**src/core/vdo_pkg.sv**
```systemverilog
// Purpose: Shared constants and carriers for the video decoder output port
// Assumes: Single 50 MHz clock, synchronous active-high reset
// Notes: Timing counts are defaults; tops may override
package vdo_pkg;
    localparam int unsigned VDO_CLK_HZ = 50000000;
    localparam int unsigned VDO_LINE_US = 64;
    localparam int unsigned VDO_LINE_CYC = (VDO_LINE_US * (VDO_CLK_HZ / 1000000));
    localparam int unsigned VDO_FIELD_LINES = 337;
    localparam int unsigned VDO_VS_LINES = 3;
    localparam logic [7:0] VDO_Y_MIN = 8'h10;
    localparam logic [7:0] VDO_Y_MAX = 8'hff;
    localparam logic [7:0] VDO_C_MIN = 8'h00;
    localparam logic [7:0] VDO_C_MAX = 8'hff;
    localparam logic [7:0] VDO_Y_RST = 8'h10;
    localparam logic [7:0] VDO_C_RST = 8'h80;
    localparam logic [11:0] VDO_HS_START_RST = 12'h000;
    localparam logic [11:0] VDO_HS_END_RST = 12'h0eb;
    localparam logic [11:0] VDO_ACT_START_RST = 12'h0fa;
    localparam logic [11:0] VDO_ACT_END_RST = 12'hc4e;

    typedef enum logic [1:0] {
        VDO_ST_OFF,
        VDO_ST_BLANK,
        VDO_ST_ACTIVE
    } vdo_state_t;

    typedef struct packed {
        logic [7:0] luma;
        logic [7:0] chroma;
        logic valid;
    } vdo_pix_t;

    typedef struct packed {
        logic hsync;
        logic vsync;
        logic field;
        logic active;
        logic valid;
    } vdo_tim_t;

    typedef struct packed {
        logic [11:0] hs_start;
        logic [11:0] hs_end;
        logic [11:0] act_start;
        logic [11:0] act_end;
        logic burst_mode;
    } vdo_cfg_t;
endpackage

```
**src/core/vdo_field_ctr.sv**
```systemverilog
// Purpose: Line counter per field with vertical sync fallback
// Assumes: line_start is a one-cycle pulse
// Notes: Field flips on detected vsync or on line count overflow
`timescale 1ns/10ps
`default_nettype none
module vdo_field_ctr
    import vdo_pkg::*;
#(
    parameter int unsigned FIELD_LINES = VDO_FIELD_LINES
) (
    input wire logic sys_clk,
    input wire logic sys_rst,
    input wire logic line_start,
    input wire logic vs_det,
    output logic field_even,
    output logic vs_start,
    output logic [9:0] line_no
);
    typedef struct packed {
        logic [9:0] line_no;
        logic field_even;
        logic vs_start;
    } vdo_fc_st_t;
    vdo_fc_st_t st_r, st_nxt;

    always_comb begin
        st_nxt = st_r;
        st_nxt.vs_start = 1'b0;
        if (vs_det) begin
            st_nxt.line_no = 10'h000;
            st_nxt.field_even = ~st_r.field_even;
            st_nxt.vs_start = 1'b1;
        end else if (line_start) begin
            if (st_r.line_no == 10'(FIELD_LINES - 1)) begin
                st_nxt.line_no = 10'h000;
                st_nxt.field_even = ~st_r.field_even;
                st_nxt.vs_start = 1'b1;
            end else begin
                st_nxt.line_no = st_r.line_no + 10'h001;
            end
        end
    end

    always_ff @(posedge sys_clk) begin
        if (sys_rst) begin
            st_r <= '0;
        end else begin
            st_r <= st_nxt;
        end
    end

    assign field_even = st_r.field_even;
    assign vs_start = st_r.vs_start;
    assign line_no = st_r.line_no;
endmodule
`default_nettype wire

```
**src/core/vdo_line_ctr.sv**
```systemverilog
// Purpose: Free-running line lock counter with resync on detected sync
// Assumes: Sync detect pulses synchronous to sys_clk
// Notes: Overflow gives line pulses when no video is present
`timescale 1ns/10ps
`default_nettype none
module vdo_line_ctr
    import vdo_pkg::*;
#(
    parameter int unsigned LINE_CYC = VDO_LINE_CYC
) (
    input wire logic sys_clk,
    input wire logic sys_rst,
    input wire logic hs_det,
    output logic [11:0] pos,
    output logic line_start
);
    typedef struct packed {
        logic [11:0] pos;
        logic line_start;
    } vdo_lc_st_t;
    vdo_lc_st_t st_r, st_nxt;

    always_comb begin
        st_nxt = st_r;
        st_nxt.line_start = 1'b0;
        if (hs_det || st_r.pos == 12'(LINE_CYC - 1)) begin
            st_nxt.pos = 12'h000;
            st_nxt.line_start = 1'b1;
        end else begin
            st_nxt.pos = st_r.pos + 12'h001;
        end
    end

    always_ff @(posedge sys_clk) begin
        if (sys_rst) begin
            st_r <= '0;
        end else begin
            st_r <= st_nxt;
        end
    end

    assign pos = st_r.pos;
    assign line_start = st_r.line_start;
endmodule
`default_nettype wire

```
**src/core/vdo_out_port.sv**
```systemverilog
// Purpose: Digital 4:2:2 output port with sync, field and active flags
// Assumes: Decoded samples and sync detects arrive synchronous to sys_clk
// Notes: Timing outputs have enables, low meaning driven
//
// Contract
// - All pins sampled or driven on the single master clock.
// - Reset initialises every state machine and register to defaults.
// - Chroma port carries unsigned codes from zero to maximum.
// - Chroma alternates blue then red difference, blue first each line.
// - Luma port limited to codes sixteen through maximum.
// - Valid strobe marks cycles with valid luma and chroma.
// - After either reset timing outputs float until driven again.
// - Horizontal sync pulse follows detected input horizontal sync.
// - Without video, line counter overflow keeps horizontal sync running.
// - Horizontal sync start and end positions are programmable.
// - Vertical sync on detection, else on line counter overflow.
// - Field flag low for odd field, high for even.
// - Without vertical sync, field toggles after 337 lines.
// - Active flag high during active portion of a line.
// - Burst output mode holds the active flag asserted.
// - Active flag free running, changes only on the clock.
`timescale 1ns/10ps
`default_nettype none
module vdo_out_port
    import vdo_pkg::*;
#(
    parameter int unsigned LINE_CYC = VDO_LINE_CYC,
    parameter int unsigned FIELD_LINES = VDO_FIELD_LINES,
    parameter int unsigned VS_LINES = VDO_VS_LINES
) (
    input wire logic sys_clk,
    input wire logic sys_rst,
    input wire logic soft_rst,
    input wire logic [7:0] luma_in,
    input wire logic [7:0] blue_diff_sample,
    input wire logic [7:0] red_diff_sample,
    input wire logic sample_in_valid,
    input wire logic hs_det,
    input wire logic vs_det,
    input wire logic [11:0] hs_start,
    input wire logic [11:0] hs_end,
    input wire logic [11:0] act_start,
    input wire logic [11:0] act_end,
    input wire logic burst_mode,
    output logic [7:0] luma_out_port,
    output logic [7:0] chroma_out_port,
    output logic sample_valid_strobe,
    output logic hsync_out,
    output logic vsync_out,
    output logic field_out,
    output logic active_out,
    output logic timing_oe_n
);
    typedef struct packed {
        vdo_pix_t pix;
        vdo_tim_t tim;
        logic oe_n;
        logic cb_next;
        logic [9:0] vs_left;
        vdo_state_t state;
    } vdo_top_st_t;
    vdo_top_st_t st_r, st_nxt;

    logic [11:0] pos;
    logic line_start;
    logic field_even;
    logic vs_start;
    logic [9:0] line_no;
    logic in_act;
    logic in_hs;
    logic any_rst;

    function automatic logic [7:0] vdo_clamp(input logic [7:0] v, input logic [7:0] lo,
                                           input logic [7:0] hi);
        if (v < lo) begin
            return lo;
        end else if (v > hi) begin
            return hi;
        end
        return v;
    endfunction

    function automatic logic vdo_in_win(input logic [11:0] p, input logic [11:0] s,
                                        input logic [11:0] e);
        // Window may wrap past line end
        if (s <= e) begin
            return (p >= s) && (p < e);
        end
        return (p >= s) || (p < e);
    endfunction

    assign any_rst = sys_rst | soft_rst;

    vdo_line_ctr #(
        .LINE_CYC(LINE_CYC)
    ) u_line (
        .sys_clk(sys_clk),
        .sys_rst(any_rst),
        .hs_det(hs_det),
        .pos(pos),
        .line_start(line_start)
    );

    vdo_field_ctr #(
        .FIELD_LINES(FIELD_LINES)
    ) u_field (
        .sys_clk(sys_clk),
        .sys_rst(any_rst),
        .line_start(line_start),
        .vs_det(vs_det),
        .field_even(field_even),
        .vs_start(vs_start),
        .line_no(line_no)
    );

    assign in_hs = vdo_in_win(pos, hs_start, hs_end);
    assign in_act = vdo_in_win(pos, act_start, act_end);

    always_comb begin
        st_nxt = st_r;
        st_nxt.pix.valid = 1'b0;
        st_nxt.oe_n = 1'b0;
        st_nxt.tim.hsync = in_hs;
        st_nxt.tim.field = field_even;
        if (vs_start) begin
            st_nxt.vs_left = 10'(VS_LINES);
        end else if (line_start && st_r.vs_left != 10'h000) begin
            st_nxt.vs_left = st_r.vs_left - 10'h001;
        end
        st_nxt.tim.vsync = (st_nxt.vs_left != 10'h000);
        if (line_start) begin
            st_nxt.cb_next = 1'b1;
        end
        case (st_r.state)
            VDO_ST_OFF: begin
                st_nxt.state = VDO_ST_BLANK;
            end
            VDO_ST_BLANK: begin
                if (in_act) begin
                    st_nxt.state = VDO_ST_ACTIVE;
                end
            end
            VDO_ST_ACTIVE: begin
                if (!in_act) begin
                    st_nxt.state = VDO_ST_BLANK;
                end
            end
            default: begin
                st_nxt.state = VDO_ST_OFF;
            end
        endcase
        st_nxt.tim.active = burst_mode || (st_nxt.state == VDO_ST_ACTIVE);
        if (sample_in_valid && (burst_mode || in_act) && !line_start) begin
            st_nxt.pix.luma = vdo_clamp(luma_in, VDO_Y_MIN, VDO_Y_MAX);
            st_nxt.pix.chroma = vdo_clamp(st_r.cb_next ? blue_diff_sample : red_diff_sample,
                                          VDO_C_MIN, VDO_C_MAX);
            st_nxt.cb_next = ~st_r.cb_next;
            st_nxt.pix.valid = 1'b1;
        end
        st_nxt.tim.valid = st_nxt.pix.valid;
    end

    always_ff @(posedge sys_clk) begin
        if (any_rst) begin
            st_r <= '0;
            st_r.pix.luma <= VDO_Y_RST;
            st_r.pix.chroma <= VDO_C_RST;
            st_r.oe_n <= 1'b1;
            st_r.cb_next <= 1'b1;
            st_r.state <= VDO_ST_OFF;
        end else begin
            st_r <= st_nxt;
        end
    end

    assign luma_out_port = st_r.pix.luma;
    assign chroma_out_port = st_r.pix.chroma;
    assign sample_valid_strobe = st_r.pix.valid;
    assign hsync_out = st_r.tim.hsync;
    assign vsync_out = st_r.tim.vsync;
    assign field_out = st_r.tim.field;
    assign active_out = st_r.tim.active;
    assign timing_oe_n = st_r.oe_n;
endmodule
`default_nettype wire

```
**config.mk**
```make
export PLATFORM = sky130hd
export DESIGN_NAME = vdo_out_port
export DESIGN_NICKNAME = d
export VERILOG_FILES = /design/src/core/vdo_pkg.sv /design/src/core/vdo_field_ctr.sv /design/src/core/vdo_line_ctr.sv /design/src/core/vdo_out_port.sv
export SDC_FILE = /design/constraint.sdc
export NUM_CORES = 1
export LEC_CHECK = 0
export BUFFER_PORTS_ARGS = -buffer_cell sky130_fd_sc_hd__buf_2
export CAP_MARGIN = 30
export CELL_PAD_IN_SITES_DETAIL_PLACEMENT = 1
export CELL_PAD_IN_SITES_GLOBAL_PLACEMENT = 1
export CORE_ASPECT_RATIO = 1.2
export CORE_MARGIN = 2
export CORE_UTILIZATION = 41
export DETAILED_ROUTE_END_ITERATION = 8
export GPL_TIMING_DRIVEN = 0
export PLACE_DENSITY = 0.85
export SLEW_MARGIN = 30
export SYNTH_ARGS = -nofsm -noshare
export SYNTH_HDL_FRONTEND = slang
export SYNTH_HIERARCHICAL = 1
export SYNTH_SLANG_ARGS = --single-unit
```
**constraint.sdc**
```tcl
create_clock -name sys_clk -period 3.3 [get_ports sys_clk]
set_input_delay 0.165 -clock sys_clk [delete_from_list [all_inputs] [get_ports sys_clk]]
set_output_delay 0.165 -clock sys_clk [all_outputs]
set_load 0.01 [all_outputs]
```
==> results.ini <==
[power_and_ir_drop]
peakVddDrop_mv=0.1872
cellPowerDensity_mw_per_mm2=358.9
p_leak_nw=2.718
total_power_mw=1.996

[worst_setup_path]
critPathCaptureType=register
start_kind=register
worstSetupStartpoint=u_line/pos[2]
r2r_slack_ps=480
timing.critical_path.buf_inv=1
critical_path_peak_fanout=10
r2r_start=u_line/pos[2]
kind_of_cell_adding_the_most_delay_to_the_critical_path=compound AO/OA/AOI/OAI gates
ordered_list_of_cells_on_the_worst_path=ha_1, a211o_1, a31oi_1, nor3_1, o41ai_2, o211ai_2, nand3_4, buf_6, mux2i_1
ws_path_type=register to register
cp.required_ps=3540
r2r-end=chroma_out_port[0]
max_stage_delay_ps=530
crit_cells=9
slowest_stage=sky130_fd_sc_hd__o41ai_2
critical_path_arrival_ps=3060
worst_setup_path_endpoint=chroma_out_port[0]
worst_r2r_path_depth=9

[sta]
fin_tns_setup_ps=0
min_period_over_period_pct=85.35
setup_viol_count_final=0
timing.clock.skew_ps=6.406
tightestPinTransition_ps=843.3
timing.final.max_slew_violations=0
smallest_hold_slack_ps=89.50
crit_path_time_final_ps=2817
max-slew-margin-rel_pct=43.05
hold_viol_final=0
rsz0062_at_grt=no
achievable-frequency_mhz=355.0

[logic_synthesis]
edff_count_synth=0
synthXorXnorAreaFrac_pct=3.614
yosysUniqueCellTypes=58
synth.largest_area_cell=sky130_fd_sc_hd__dfxtp_1
ys.warnings.count=6
synthesis.area_sq_mm=0.004604
synth_simple_gate_area_share_pct=21.14
seq_area_frac_synth_pct=26.09
synth_largest_type_area_fraction_pct=26.09
post_synth_mux_area_share_pct=6.060
post_synth_inst_count=537
ys_top_cells_by_area=sky130_fd_sc_hd__dfxtp_1 (26%), sky130_fd_sc_hd__ha_1 (20%), sky130_fd_sc_hd__inv_1 (4.5%)
synth_flop_cell=sky130_fd_sc_hd__dfxtp_1
mapped_nets=690
synth.ff_latch_count=60
synth.avg_cell_area_sq_um=8.574
synth_top_family_by_area=simple AND/OR/NAND/NOR gates
async_flop_share_pct=0
synth-compound-area-share_pct=13.67
synth_adder_area_share_pct=20.82

[die]
std_cell_rows=42
pin_count=101
starting_density_of_the_core_pct=41.92
die_width_um=100.7
floorplan.die_area_sq_mm=0.01210
core_area_sq_mm=0.01098
floorplan.die.height_um=120.1

[placed_design]
dpl.hpwl_um=10050
gp_congestion=0.8573
portBuffers=100

[cts]
cts_buffers=9
clock-sinks=60
clk_latency_ps=320
cts_setup_buffers=0
cts_root_buf=sky130_fd_sc_hd__clkbuf_16
clkTransAtPathRegs_ps=50
max-clock-path-buffers=2
cts_tree=built
cts_resized=0
cts_htree_levels=3
cts_hold_buffers=0

[min_path]
worstHoldPathType=input pin to register

[finish]
nets=801
area_growth_syn_to_layout_pct=20.79
finish.utilization_pct=50.64
num-fill-cells=1328
drive_above_1_share_pct=25.04
antenna_cells_inserted=0

[routing]
detailroute.via_count=4282
met3RoutedLength_um=304
antenna_violating_nets_post_route=0
post-route-drc-count=0
routed.top_layer=met4
routedWlPerCell_um=16.36
detail_route.vias_per_cell=5.469
drt_pre_antenna_iters=4
met1Wirelength_um=4951
length_of_routed_met2_wiring_um=7328
dr.first_iter.drc_count=88
wl_um=12810

[grt]
maximum_number_of_pins_on_one_net_before_global_route_repair=18
antenna_violations_before_repair=0
first_global_vias=4780
grt.total_usage_pct=22.22
globalRouteOverflowTotal=0
grt_first_pass_wirelength_um=21650

[job]
cap_viol_max_count=0

[status]
outcome=finished, final reports clean

[Yosys cell counts, types with 2 or more instances]
master / number
sky130_fd_sc_hd__mux2_2: 7
sky130_fd_sc_hd__ha_1: 74
sky130_fd_sc_hd__o21a_1: 2
sky130_fd_sc_hd__nor4_1: 3
sky130_fd_sc_hd__dfxtp_1: 60
sky130_fd_sc_hd__nor2_1: 37
sky130_fd_sc_hd__a31oi_1: 4
sky130_fd_sc_hd__o21ai_0: 11
sky130_fd_sc_hd__a21oi_1: 20
sky130_fd_sc_hd__xor2_1: 13
sky130_fd_sc_hd__nor2b_1: 8
sky130_fd_sc_hd__buf_6: 3
sky130_fd_sc_hd__and3_1: 2
sky130_fd_sc_hd__o31ai_1: 7
sky130_fd_sc_hd__xnor2_1: 6
sky130_fd_sc_hd__nand2_1: 47
sky130_fd_sc_hd__buf_4: 16
sky130_fd_sc_hd__a211oi_1: 15
sky130_fd_sc_hd__clkbuf_1: 6
sky130_fd_sc_hd__maj3_2: 2
sky130_fd_sc_hd__or4_1: 5
sky130_fd_sc_hd__inv_1: 55
sky130_fd_sc_hd__nand3_1: 16
sky130_fd_sc_hd__o211ai_1: 6
sky130_fd_sc_hd__mux2i_1: 20
sky130_fd_sc_hd__nand4_1: 17
sky130_fd_sc_hd__buf_2: 2
sky130_fd_sc_hd__a211o_1: 3
sky130_fd_sc_hd__nand2b_1: 6
sky130_fd_sc_hd__nor3_1: 12
sky130_fd_sc_hd__a21o_1: 8
sky130_fd_sc_hd__and2_1: 2
sky130_fd_sc_hd__or3_1: 9
sky130_fd_sc_hd__nor2_2: 9
[power by group]
group          internal (mW)  leakage, nW  switching, mW
Sequential             0.742        0.486         0.0125
Combinational          0.147         2.09          0.169
Clock                  0.615        0.145          0.311
[cell type report]
class / count / area (sq um) / area share [%]
Buffer: 28 / 190.2 / 3.420
Sequential cell: 60 / 1201 / 21.60
Inverter: 55 / 206.4 / 3.712
Tap cell: 132 / 165.2 / 2.970
Clock inverter: 2 / 35.03 / 0.6299
Clock buffer: 12 / 256.5 / 4.612
Multi-Input combinational cell: 394 / 3007 / 54.06
Timing Repair Buffer: 100 / 500.5 / 8.999
[worst register-to-register path: cells and delay by family (launching register included)]
kind | cells | cell delay (ps)
AO/OA/AOI/OAI | 4 | 1190
flip-flops | 1 | 490
adder cells (fa/ha/maj) | 1 | 310
AND/OR/NAND/NOR | 2 | 310
multiplexers | 1 | 250
buffers and inverters | 1 | 200
[metrics by stage]
stage,setup slack (ps),instances,cell area (sq um)
2_1_floorplan,924.9,537,4604
3_3_place_gp,641.0,769,5270
3_5_place_dp,527.5,769,5270
4_1_cts,453.6,783,5562
5_1_grt,309.9,783,5562
6_report,483.3,783,5562
[logic make-up after synthesis]
group                    Yosys count
AND/OR/NAND/NOR                  185
AO/OA/AOI/OAI                     86
buffers and inverters             83
adder cells (fa/ha/maj)           77
flip-flops                        60
multiplexers                      27
XOR/XNOR                          19
[cell usage in the layout (no fill, tap or decap), types with 13 or more instances in the layout]
cell,synthesis,final
sky130_fd_sc_hd__nand3_1,16,16
sky130_fd_sc_hd__mux2i_1,20,20
sky130_fd_sc_hd__a21oi_1,20,20
sky130_fd_sc_hd__nor2_1,37,37
sky130_fd_sc_hd__nand2_1,47,47
sky130_fd_sc_hd__ha_1,74,74
sky130_fd_sc_hd__buf_2,2,102
sky130_fd_sc_hd__nand4_1,17,17
sky130_fd_sc_hd__a211oi_1,15,15
sky130_fd_sc_hd__dfxtp_1,60,60
sky130_fd_sc_hd__xor2_1,13,13
sky130_fd_sc_hd__buf_4,16,16
sky130_fd_sc_hd__inv_1,55,55
[layer usage]
metal | up-vias | GRT usage, %
met4 | 0 | 6.592
li1 | 2110 | -
met5 | - | 0
met1 | 2076 | 23.45
met2 | 76 | 43.83
met3 | 20 | 3.494
[flip-flops by register name, indices dropped and copies added (netlist names)]
register / count
st_r: 13
u_line/pos: 12
u_field/line_no: 10
chroma_out_port: 8
luma_out_port: 8
active_out: 1
field_out: 1
hsync_out: 1
sample_valid_strobe: 1
timing_oe_n: 1
u_field/field_even: 1
u_field/vs_start: 1
u_line/line_start: 1
vsync_out: 1
[worst min path at each step]
stage,start,end,slack (ps),cells after the start
after floorplan,burst_mode,active_out,270,1
after global placement,burst_mode,active_out,420,2
after detailed placement,burst_mode,active_out,420,2
after CTS,burst_mode,active_out,80,2
after global routing,burst_mode,active_out,100,2
final,burst_mode,active_out,90,2
No activity file was read; power rests on OpenSTA's default activity.
